### src/common/rcg_pkg.sv
// package for the ranging code generator: constants, tap table, states
// assumes a 100 MHz system clock; chip strobe derived from it
package rcg_pkg;

  localparam int          CLOCK_HZ       = 100_000_000;
  localparam int          CHIP_RATE_MHZ_X1000 = 1023;       // 1.023 MHz
  localparam int          STAGES         = 10;
  localparam int          CODE_LEN       = 1023;
  localparam int          BITS_PER_DATA  = 20;               // epochs per bit
  localparam logic [9:0]  INIT_STATE     = 10'h3_FF;
  localparam logic [5:0]  SIG_MAX_SPACE  = 6'h2_0;          // 32
  // phase accumulator increment for chip rate: 2^32 * f_chip / f_clk
  localparam longint      PHASE_INC_L    =
    (64'd4294967296 * CHIP_RATE_MHZ_X1000 * 1000) / CLOCK_HZ;
  localparam logic [31:0] PHASE_INC      = PHASE_INC_L[31:0];
  localparam int          FIFO_DEPTH     = 4;

  // generator states, gray along reset -> run
  typedef enum logic [1:0] {
    RCG_IDLE  = 2'b00,
    RCG_RUN   = 2'b01,
    RCG_FAULT = 2'b11
  } rcg_state_t;

  // stage pair per signal number, stages numbered 1..10, {a,b} in nibbles
  function automatic logic [7:0] rcg_taps(input logic [5:0] sig);
    case (sig)
      6'd1: rcg_taps = 8'h2_6;   6'd2: rcg_taps = 8'h3_7;
      6'd3: rcg_taps = 8'h4_8;   6'd4: rcg_taps = 8'h5_9;
      6'd5: rcg_taps = 8'h1_9;   6'd6: rcg_taps = 8'h2_A;
      6'd7: rcg_taps = 8'h1_8;   6'd8: rcg_taps = 8'h2_9;
      6'd9: rcg_taps = 8'h3_A;   6'd10: rcg_taps = 8'h2_3;
      6'd11: rcg_taps = 8'h3_4;  6'd12: rcg_taps = 8'h5_6;
      6'd13: rcg_taps = 8'h6_7;  6'd14: rcg_taps = 8'h7_8;
      6'd15: rcg_taps = 8'h8_9;  6'd16: rcg_taps = 8'h9_A;
      6'd17: rcg_taps = 8'h1_4;  6'd18: rcg_taps = 8'h2_5;
      6'd19: rcg_taps = 8'h3_6;  6'd20: rcg_taps = 8'h4_7;
      6'd21: rcg_taps = 8'h5_8;  6'd22: rcg_taps = 8'h6_9;
      6'd23: rcg_taps = 8'h1_3;  6'd24: rcg_taps = 8'h4_6;
      6'd25: rcg_taps = 8'h5_7;  6'd26: rcg_taps = 8'h6_8;
      6'd27: rcg_taps = 8'h7_9;  6'd28: rcg_taps = 8'h8_A;
      6'd29: rcg_taps = 8'h1_6;  6'd30: rcg_taps = 8'h2_7;
      6'd31: rcg_taps = 8'h3_8;  6'd32: rcg_taps = 8'h4_9;
      6'd33: rcg_taps = 8'h5_A;  6'd34: rcg_taps = 8'h4_A;
      6'd35: rcg_taps = 8'h1_7;  6'd36: rcg_taps = 8'h2_8;
      6'd37: rcg_taps = 8'h4_A;
      default: rcg_taps = 8'h0_0;
    endcase
  endfunction

endpackage

### src/logic/rcg_fifo.sv
// small valid/ready fifo holding navigation data bits
// assumes one clock, synchronous active-high reset
`timescale 1ns/1ps
module rcg_fifo #(
  parameter int WIDTH = 1,
  parameter int DEPTH = 4
) (
  input  wire logic             clock,
  input  wire logic             srst,
  input  wire logic [WIDTH-1:0] in_data,
  input  wire logic             in_valid,
  output logic                  in_ready,
  output logic      [WIDTH-1:0] out_data,
  output logic                  out_valid,
  input  wire logic             out_ready
);
  localparam int AW = (DEPTH > 1) ? $clog2(DEPTH) : 1;

  logic [WIDTH-1:0] mem [DEPTH];
  logic [AW-1:0]    wr_ptr, next_wr_ptr, rd_ptr, next_rd_ptr;
  logic [AW:0]      count, next_count;
  logic             push, pop;

  // honest full and empty from the occupancy count
  // count is one bit wider than the pointers, so full is compared at that width
  assign in_ready  = (count != (AW+1)'(DEPTH));
  assign out_valid = (count != '0);
  assign push      = in_valid && in_ready;
  assign pop       = out_valid && out_ready;
  assign out_data  = mem[rd_ptr];

  // pointer and count next values
  always_comb begin
    next_wr_ptr = wr_ptr;
    next_rd_ptr = rd_ptr;
    next_count  = count;
    if (push) begin
      next_wr_ptr = (wr_ptr == AW'(DEPTH - 1)) ? '0 : wr_ptr + 1'b1;
    end
    if (pop) begin
      next_rd_ptr = (rd_ptr == AW'(DEPTH - 1)) ? '0 : rd_ptr + 1'b1;
    end
    if (push && !pop) begin
      next_count = count + 1'b1;
    end else if (pop && !push) begin
      next_count = count - 1'b1;
    end
  end

  // registers; storage needs no reset
  always_ff @(posedge clock) begin
    if (srst) begin
      wr_ptr <= '0;
      rd_ptr <= '0;
      count  <= '0;
    end else begin
      wr_ptr <= next_wr_ptr;
      rd_ptr <= next_rd_ptr;
      count  <= next_count;
    end
    if (push) begin
      mem[wr_ptr] <= in_data;
    end
  end

endmodule // rcg_fifo

### src/logic/rcg_lfsr.sv
// one ten-stage fibonacci shift register with reload
// assumes step and reload are single-cycle strobes of the system clock
`timescale 1ns/1ps
module rcg_lfsr #(
  parameter logic [9:0] FEEDBACK = 10'h0_04   // stages 1..10 -> bits 0..9
) (
  input  wire logic       clock,
  input  wire logic       srst,
  input  wire logic       step,
  input  wire logic       reload,
  output logic      [9:0] stages
);
  logic [9:0] next_stages;

  // stage 1 takes the xor of feedback taps; others shift toward stage 10
  always_comb begin
    next_stages = stages;
    if (reload) begin
      next_stages = rcg_pkg::INIT_STATE;
    end else if (step) begin
      next_stages = {stages[8:0], ^(stages & FEEDBACK)};
    end
  end

  always_ff @(posedge clock) begin
    if (srst) begin
      stages <= rcg_pkg::INIT_STATE;
    end else begin
      stages <= next_stages;
    end
  end

endmodule // rcg_lfsr

### src/logic/rcg_top.sv
// ranging code generator: gold code xor buffered data bits
// assumes data bits arrive over valid/ready; sig select is held steady
`timescale 1ns/1ps
module rcg_top #(
  parameter int FIFO_DEPTH = rcg_pkg::FIFO_DEPTH
) (
  input  wire logic       clock,
  input  wire logic       srst,
  input  wire logic [5:0] signal_sel,
  input  wire logic       space_mode,
  input  wire logic       malfunction,
  input  wire logic       data_bit,
  input  wire logic       data_valid,
  output logic            data_ready,
  output logic            chip_out,
  output logic            chip_strobe,
  output logic            epoch,
  output logic            code_valid,
  output logic            data_underrun
);
  // polynomial feedback masks: stage 10 and 3; 10,9,8,6,3,2
  localparam logic [9:0] FB_FIRST  = 10'h2_04;
  localparam logic [9:0] FB_SECOND = 10'h3_A6;

  rcg_pkg::rcg_state_t state, next_state;

  logic [31:0] phase, next_phase;
  logic        tick;
  logic [9:0]  chip_cnt, next_chip_cnt;
  logic [4:0]  epoch_cnt, next_epoch_cnt;
  logic        last_chip, bit_end;
  logic [9:0]  first_lfsr_sequence_r, second_lfsr_sequence_r;
  logic        first_lfsr_sequence, delayed_second_sequence;
  logic [7:0]  taps;
  logic [3:0]  tap_a, tap_b;
  logic        sig_ok;
  logic        cur_bit, next_cur_bit;
  logic        fifo_bit, fifo_valid;
  logic        under, next_under;
  logic [9:0]  fault_substitute_code, next_fault_code;
  logic        next_chip_out, next_code_valid;
  logic        gold, next_epoch;

  // chip strobe from one phase accumulator keeps all timing coherent
  always_comb begin
    {tick, next_phase} =
      {1'b0, phase} + {1'b0, rcg_pkg::PHASE_INC};
    if (state != rcg_pkg::RCG_RUN && state != rcg_pkg::RCG_FAULT) begin
      tick       = 1'b0;
      next_phase = '0;
    end
  end

  // epoch at the 1023rd chip; data bit ends every twenty epochs
  assign last_chip = tick && (chip_cnt == 10'(rcg_pkg::CODE_LEN - 1));
  assign bit_end   = last_chip &&
                     (epoch_cnt == 5'(rcg_pkg::BITS_PER_DATA - 1));

  always_comb begin
    next_chip_cnt  = chip_cnt;
    next_epoch_cnt = epoch_cnt;
    if (last_chip) begin
      next_chip_cnt  = '0;
      next_epoch_cnt = bit_end ? '0 : epoch_cnt + 1'b1;
    end else if (tick) begin
      next_chip_cnt  = chip_cnt + 1'b1;
    end
  end

  // both generators step per chip and reload at the epoch
  rcg_lfsr #(
    .FEEDBACK (FB_FIRST)
  ) u_first (
    .clock  (clock),
    .srst   (srst),
    .step   (tick),
    .reload (last_chip),
    .stages (first_lfsr_sequence_r)
  );

  rcg_lfsr #(
    .FEEDBACK (FB_SECOND)
  ) u_second (
    .clock  (clock),
    .srst   (srst),
    .step   (tick),
    .reload (last_chip),
    .stages (second_lfsr_sequence_r)
  );

  // tap lookup; nibble 0 marks an unlisted signal number
  assign taps   = rcg_pkg::rcg_taps(signal_sel);
  assign tap_a  = taps[7:4];
  assign tap_b  = taps[3:0];
  assign sig_ok = (taps != 8'h0_0) &&
                  !(space_mode && signal_sel > rcg_pkg::SIG_MAX_SPACE);

  // output from stage ten; delayed copy from the two selected stages
  assign first_lfsr_sequence     = first_lfsr_sequence_r[9];
  assign delayed_second_sequence = sig_ok ?
    (second_lfsr_sequence_r[tap_a - 4'd1] ^
     second_lfsr_sequence_r[tap_b - 4'd1]) : 1'b0;
  assign gold = first_lfsr_sequence ^ delayed_second_sequence;

  // data bits buffered so the source may run ahead of the epoch
  rcg_fifo #(
    .WIDTH (1),
    .DEPTH (FIFO_DEPTH)
  ) u_fifo (
    .clock     (clock),
    .srst      (srst),
    .in_data   (data_bit),
    .in_valid  (data_valid),
    .in_ready  (data_ready),
    .out_data  (fifo_bit),
    .out_valid (fifo_valid),
    .out_ready (bit_end)
  );

  // new data bit taken only at a bit boundary; a missing bit holds old one
  always_comb begin
    next_cur_bit = cur_bit;
    next_under   = under;
    if (bit_end) begin
      next_under = !fifo_valid;
      if (fifo_valid) begin
        next_cur_bit = fifo_bit;
      end
    end
  end

  // substitute code: a free-running scrambler, deliberately not a gold code
  always_comb begin
    next_fault_code = fault_substitute_code;
    if (tick) begin
      next_fault_code = {fault_substitute_code[8:0],
                         fault_substitute_code[9] ^ fault_substitute_code[6]};
    end
  end

  // run state; a raised malfunction latches until reset
  always_comb begin
    case (state)
      // a malfunction in the first cycle after reset must latch as well
      rcg_pkg::RCG_IDLE:  next_state = malfunction ? rcg_pkg::RCG_FAULT
                                                   : rcg_pkg::RCG_RUN;
      rcg_pkg::RCG_RUN:   next_state = malfunction ? rcg_pkg::RCG_FAULT
                                                   : rcg_pkg::RCG_RUN;
      rcg_pkg::RCG_FAULT: next_state = rcg_pkg::RCG_FAULT;
      default:            next_state = rcg_pkg::RCG_IDLE;
    endcase
  end

  // composite chip, registered on each strobe
  always_comb begin
    next_chip_out   = chip_out;
    next_code_valid = code_valid;
    // mute wins over fault, so a blocked number never radiates anything
    if (tick) begin
      if (!sig_ok) begin
        next_chip_out   = 1'b0;
        next_code_valid = 1'b0;
      end else if (state == rcg_pkg::RCG_FAULT) begin
        next_chip_out   = fault_substitute_code[9];
        next_code_valid = 1'b0;
      end else begin
        next_chip_out   = gold ^ cur_bit;
        next_code_valid = 1'b1;
      end
    end
  end
  assign next_epoch = last_chip;

  always_ff @(posedge clock) begin
    if (srst) begin
      state                 <= rcg_pkg::RCG_IDLE;
      phase                 <= '0;
      chip_cnt              <= '0;
      epoch_cnt             <= '0;
      cur_bit               <= 1'b0;
      under                 <= 1'b0;
      fault_substitute_code <= rcg_pkg::INIT_STATE;
      chip_out              <= 1'b0;
      code_valid            <= 1'b0;
      chip_strobe           <= 1'b0;
      epoch                 <= 1'b0;
    end else begin
      state                 <= next_state;
      phase                 <= next_phase;
      chip_cnt              <= next_chip_cnt;
      epoch_cnt             <= next_epoch_cnt;
      cur_bit               <= next_cur_bit;
      under                 <= next_under;
      fault_substitute_code <= next_fault_code;
      chip_out              <= next_chip_out;
      code_valid            <= next_code_valid;
      chip_strobe           <= tick;
      epoch                 <= next_epoch;
    end
  end
  assign data_underrun = under;

endmodule // rcg_top

### config.mk
export PLATFORM = sky130hd
export DESIGN_NAME = rcg_top
export DESIGN_NICKNAME = d
export VERILOG_FILES = /design/src/common/rcg_pkg.sv /design/src/logic/rcg_fifo.sv /design/src/logic/rcg_lfsr.sv /design/src/logic/rcg_top.sv
export SDC_FILE = /design/constraint.sdc
export NUM_CORES = 1
export LEC_CHECK = 0
export ABC_AREA = 0
export BUFFER_PORTS_ARGS = -buffer_cell sky130_fd_sc_hd__buf_2
export CORE_ASPECT_RATIO = 0.9
export CORE_UTILIZATION = 40
export CTS_BUF_LIST = sky130_fd_sc_hd__clkbuf_16
export DETAILED_ROUTE_END_ITERATION = 8
export HOLD_SLACK_MARGIN = 0.03
export PLACE_DENSITY_LB_ADDON = 0.3
export SYNTH_ARGS = -nofsm -noshare
export SYNTH_HDL_FRONTEND = slang
export SYNTH_SLANG_ARGS = --single-unit
### constraint.sdc
create_clock -name clock -period 4.2 [get_ports clock]
set_input_delay 0 -clock clock [delete_from_list [all_inputs] [get_ports clock]]
set_output_delay 0 -clock clock [all_outputs]
set_load 0.02 [all_outputs]
* Word-level counts from Yosys, hierarchy flattened
Memories as Yosys holds them, arrays and structs flattened. A register that Yosys moved wholly into a read port is not among the register bits. Cells that the tools add are included.
Operators by class: bitwise gates (word level) 4, multiplexer cells 19, order comparisons 3, equal/unequal tests 9, add/subtract/negate cells 9, reduce and logical (&&, ||, !) cells 23
Operators by type and width (number):
- $add 32x26->33 const B | 1
- $reduce_xor 10->1 | 2
- $add 10x1->10 const B | 1
- $eq 10x10->1 const B | 1
- $lt 4x5->1 const B | 2
- $mux 1 | 10
- $logic_and 1x1->1 | 9
- $bmux 1 s4 | 2
- $reduce_bool 8->1 | 1
- $sub 4x1->4 const B | 2
- $eq 2x2->1 const B | 3
- $gt 6x6->1 const B | 1
- $mux 2 | 3
- $mux 3 | 2
- $reduce_or 2->1 | 3
- $add 5x1->5 const B | 1
- $eq 5x5->1 const B | 1
- $mux 5 | 1
- $add 2x1->2 const B | 2
- $logic_not 1->1 | 4
- $pmux 2 s2 | 1
- $xor 1x1->1 | 4
- $add 3x1->3 const B | 1
- $ne 3x3->1 const B | 1
- 8 further kinds | 8
Word-level totals: flip-flop bits (word level) 91, ROM bits 512, memories kept 2, RAM bits 4, output and inout port bits 6, input bits 12
Memory list:
- (name not given) | depth 64, bits a word 8, read ports 1, clocked after Yosys merged registers in 0, wr ports 0, line rcg_pkg.sv:27 | case (sig)
- u_fifo.mem | depth 4, bits a word 1, read ports 1, clocked after Yosys merged registers in 1, wr ports 1, line rcg_fifo.sv:19 | logic [WIDTH-1:0] mem [DEPTH];

* Depth between registers and ports, before layout
An unclocked memory read counts as a cell.
word-level depth 10, depth in mapped cells 16

* Cells and area by module
A second synthesis with hierarchy kept.
Unflattened totals: cells, all modules 575, area total of the unflattened synthesis 5141.2 um2
By module, submodules not included:
- rcg_top | cells each 453, area an instance 3741.1 um2, times used 1
- rcg_fifo | cells each 53, area an instance 626.9 um2, times used 1
- rcg_lfsr at u_second | cells each 36, area an instance 405.4 um2, times used 1
- rcg_lfsr at u_first | cells each 33, area an instance 367.9 um2, times used 1

* Worst setup path before layout
OpenSTA, ideal clock, no wires.
path kind register to register, from register phase[0], to register u_fifo.count[2], data required time 4.130 ns, setup time 0.070 ns, data arrival time 3.190 ns, path slack 0.940 ns, path buffers 0, stages on the path, launching flop included 17, path through dfxtp_1 -> inv_1 -> ha_1 -> nor2b_1 -> o21a_1 -> o41a_1 -> o21ai_2 -> a211oi_1 -> o21bai_1 -> nor2_1 -> nand4_1 -> ha_1 -> inv_1 -> fa_1 -> xor2_1 -> or3_1 -> a21oi_1
On the way: cells in the longest elaborated chain, start to end 8, elaborated cells between the ends (all ways) 10, classes of those cells add/sub (1); mux (2); reduce/logical (7)
Ends and longest elaborated chain:
- from (decl) | line rcg_top.sv:27 | logic [31:0] phase, next_phase;
- from (signal assigned) | line rcg_top.sv:189 | phase <= next_phase;
- $add 32x26->33 * | line rcg_top.sv:47 | {1'b0, phase} + {1'b0, rcg_pkg::PHASE_INC};
- $mux 1 * | line rcg_top.sv:48 | if (state != rcg_pkg::RCG_RUN && state != rcg_pkg::RCG_FAULT) begin
- $logic_and 1x1->1 * | line rcg_top.sv:55 | assign last_chip = tick && (chip_cnt == 10'(rcg_pkg::CODE_LEN - 1));
- $logic_and 1x1->1 * | line rcg_top.sv:56 | assign bit_end = last_chip &&
- $logic_and 1x1->1 * | line rcg_fifo.sv:29 | assign pop = out_valid && out_ready;
- $logic_not 1->1 | line rcg_fifo.sv:43 | if (push && !pop) begin
- $logic_and 1x1->1 | line rcg_fifo.sv:43
- $mux 3 / $reduce_bool 2->1 (equally long branches)
- to (signal assigned) | line rcg_fifo.sv:59 | count <= next_count;
- to (decl) | line rcg_fifo.sv:21 | logic [AW:0] count, next_count;
Every way passes the cells marked *; elsewhere a longest branch is shown, timed or not. A chain may end at the register's enable or synchronous reset.

* Final worst setup path
Same ends and word-level chain as after synthesis.

==> flow_metrics.tcl <==
set metrics [dict create \
    yosys_warnings 0 \
    drc 0 \
    cts_tree "yes" \
    finalSetupTns_ns 0 \
    met2_usage_pct 24.7 \
    io_pins 18 \
    syn_inst 577 \
    grt_pass1_vias 3556 \
    synth_edf_count 4 \
    core-area_mm2 0.0121 \
    cts_resized 0 \
    leakage_nw 2.28 \
    drt_pass1_iterations 4 \
    grt_max_degree 43 \
    drv_cap 0 \
    crit_arrival_ns 3.61 \
    antenna_found_initial 0 \
    fin_crit_sh_pct 79.6 \
    cts_sinks 96 \
    async_reset_ff_share_pct 0 \
    grt_pass1_wl_mm 16.4 \
    fillers 1156 \
    finalSetupViolations 0 \
    slowest_stage "a211oi_1" \
    final_hold_viol_count 0 \
    stdcell_count 747 \
    total_power_mw 2.06 \
    ys_seq_area_share_pct 39.3 \
    drv_slew 0 \
    die_w_um 120 \
    cp-end-kind "flip-flop" \
    synth-seq-cells 96 \
    cpPeakStageDelay_ns 0.42 \
    finClkSkew_ns 0.00720 \
    synth_ff_type "dfxtp_1" \
    drtIter0Drc 191 \
    min_path_type "input pin to flip-flop" \
    dieArea_mm2 0.0129 \
    grt_overflow 0 \
    place_congestion 0.831 \
    post_drt_wl_per_cell_um 12.7 \
    status "completed" \
    cts-root-buf "clkbuf_16" \
    vias 3901 \
    gr-usage-all-layers_pct 15.6 \
    clk_latency_ns 0.34 \
    syn_avg_cell_area_um2 8.65 \
    syn_area_mm2 0.00499 \
    vdd_drop_max_mv 0.232 \
    yosysUniqueCellTypes 72 \
    crit_chain "inv_1, ha_1, nor2b_1, o21a_1, o41a_1, o21ai_2, a211oi_1, o21bai_2, nor2_1, nand4_1, ha_1, inv_1, fa_1, xor2_1, or3_1, a21oi_1" \
    rsz0062_at_grt "no" \
    vias_per_cell 5.22 \
    grtUsageMet1_pct 20.7 \
    cp-start-kind "flip-flop" \
    clk_path_buf_depth 2 \
    portBuffers 17 \
    hpwl_mm 6.49 \
    met3_usage_pct 3.43 \
    cts_max_level 3 \
    synth_nets 610 \
    layout.nets 615 \
    worst_pin_slew_ns 1.19 \
    fmax_mhz 299 \
    dp_cells 729 \
    fin_util_pct 45.2 \
    finalWirelength_mm 9.51 \
    die_h_um 108 \
    critPathMaxFanout 5 \
    finalCriticalPeriod_ns 3.34 \
    cp.required_ns 4.47 \
    postRouteAntennaNets 0 \
    busiest_layer "met2" \
    slew_headroom_pct 21.0 \
    drive_gt1_share_pct 9.88 \
    criticalPathCategory "flip-flop to flip-flop" \
    numCtsBuffers 9 \
    rows 38 \
    clk_pin_slew_worst_paths_ns 0.07 \
    start_util_pct 41.2 \
    powerDensity_mw_per_mm2 375 \
    syn_to_final_growth_pct 9.75 \
    diodes 0 \
]
final cells by class:
cell class / instances / area (µm²) / share of cell area, %
flip-flops and latches: 96 / 1960 / 35.8
clock inverters: 7 / 70.1 / 1.28
clock buffers: 9 / 225 / 4.11
inverters: 16 / 60.1 / 1.10
well taps: 160 / 200 / 3.65
multi-input cells: 437 / 2840 / 51.7
repair buffers: 22 / 128 / 2.33
critical path: cells and delay by family, from the launching register on:
kind            cells  cell delay, ns
simple gates        4            0.86
xor+xnor            1            0.08
buf+inv             2            0.12
flops               1            0.35
compound gates      6            1.20
fa+ha+maj           3            0.65
Yosys cell counts, drive strengths merged (2+ instances only):
master | number | share of area (%)
mux2i | 8 | 1.6
nor2b | 8 | 1.2
xnor2 | 23 | 4.0
o21bai | 2 | 0.30
nand3b | 9 | 1.4
nand2b | 6 | 0.75
mux4 | 5 | 2.4
nand3 | 26 | 2.6
edfxtp | 4 | 2.4
clkbuf | 17 | 1.3
a21o | 3 | 0.45
or3b | 2 | 0.35
or2 | 3 | 0.38
o21a | 6 | 0.90
a311oi | 2 | 0.35
a22oi | 3 | 0.73
dfxtp | 92 | 37
a2111o | 2 | 0.45
ha | 20 | 5.0
and3 | 8 | 1.0
o211ai | 10 | 1.5
nor3b | 4 | 0.80
nand2 | 90 | 6.8
o21ai | 11 | 1.2
o41ai | 2 | 0.35
nor4 | 3 | 0.68
nand4b | 2 | 0.35
a31oi | 5 | 0.63
inv | 16 | 1.2
a211oi | 7 | 1.2
a21oi | 24 | 2.5
xor2 | 24 | 4.2
nand4 | 8 | 1.0
nor2 | 70 | 5.4
or3 | 8 | 1.0
nor3 | 11 | 1.1
buf | 11 | 1.6
sequential cells by signal, summed over array words and instances, names as in the netlist:
name and count:
cur_bit 1, state 2, u_fifo.rd_ptr 2, data_underrun 1
u_second.stages 10, chip_strobe 1, u_fifo.count 3, chip_cnt 10
epoch 1, chip_out 1, u_first.stages 10, epoch_cnt 5
fault_substitute_code 10, u_fifo.wr_ptr 2, u_fifo.mem 4, code_valid 1
phase 32
metal layers:
layer / up-vias / part of all wire [%]
met5: - / 0
met3: 16 / 2.5
li1: 2010 / -
met1: 1838 / 50
met4: 0 / 1.5
met2: 37 / 46
stage by stage:
step           cell area (µm²)  worst slack, ns  hold WS, ns
2_1_floorplan             4990            0.940       0.0989
3_3_place_gp              5160            0.895        0.223
3_5_place_dp              5160            0.774        0.225
4_1_cts                   5480            0.837       0.0330
5_1_grt                   5480            0.426       0.0454
6_report                  5480            0.857       0.0372
worst paths after layout:
kind / from / to / slack (ns) / cells after the start
worst min-delay path: data_valid / u_fifo.mem[0]$_DFFE_PP_ / 0.04 / 2
worst max register to register: phase[0]$_SDFF_PP0_ / u_fifo.count[2]$_SDFFE_PP0P_ / 0.86 / 16
worst max-delay path: phase[0]$_SDFF_PP0_ / u_fifo.count[2]$_SDFFE_PP0P_ / 0.86 / 16
worst min register to register: phase[0]$_SDFF_PP0_ / phase[0]$_SDFF_PP0_ / 0.45 / 1
timing repair:
| item | 4_1_cts | 5_1_grt |
|---|---|---|
| endpoints found under the hold margin | 5 | 0 |
| endpoints found under the setup margin | 0 | 0 |
| setup buffers | 0 | 0 |
| hold buffers | 2 | 0 |
report_power, final:
| group | total, mW | switching (mW) | internal, mW |
|---|---|---|---|
| Clock | 0.814 | 0.352 | 0.461 |
| Combinational | 0.267 | 0.150 | 0.116 |
| Sequential | 0.976 | 0.0299 | 0.947 |
| Total | 2.06 | 0.532 | 1.52 |
layout by cell type (no fill, tap or decap), types with 10 or more instances in the layout:
cell,n
a21oi_1,23
xnor2_1,23
xor2_1,24
buf_2,17
o21ai_0,10
dfxtp_1,92
inv_1,15
nand3_1,26
ha_1,20
o211ai_1,10
nor2_1,68
nor3_1,11
nand2_1,90
logic make-up after synthesis:
kind of cell	synth area share [%]
muxes	4.23
xor gates and xnor gates	8.24
and+or+nand+nor	26.0
AOI/OAI and AO/OA	12.8
adders and majority gates	5.41
DFF	39.3
buffers and inverters	4.06
Note: power is estimated with default switching activity, not from simulation.
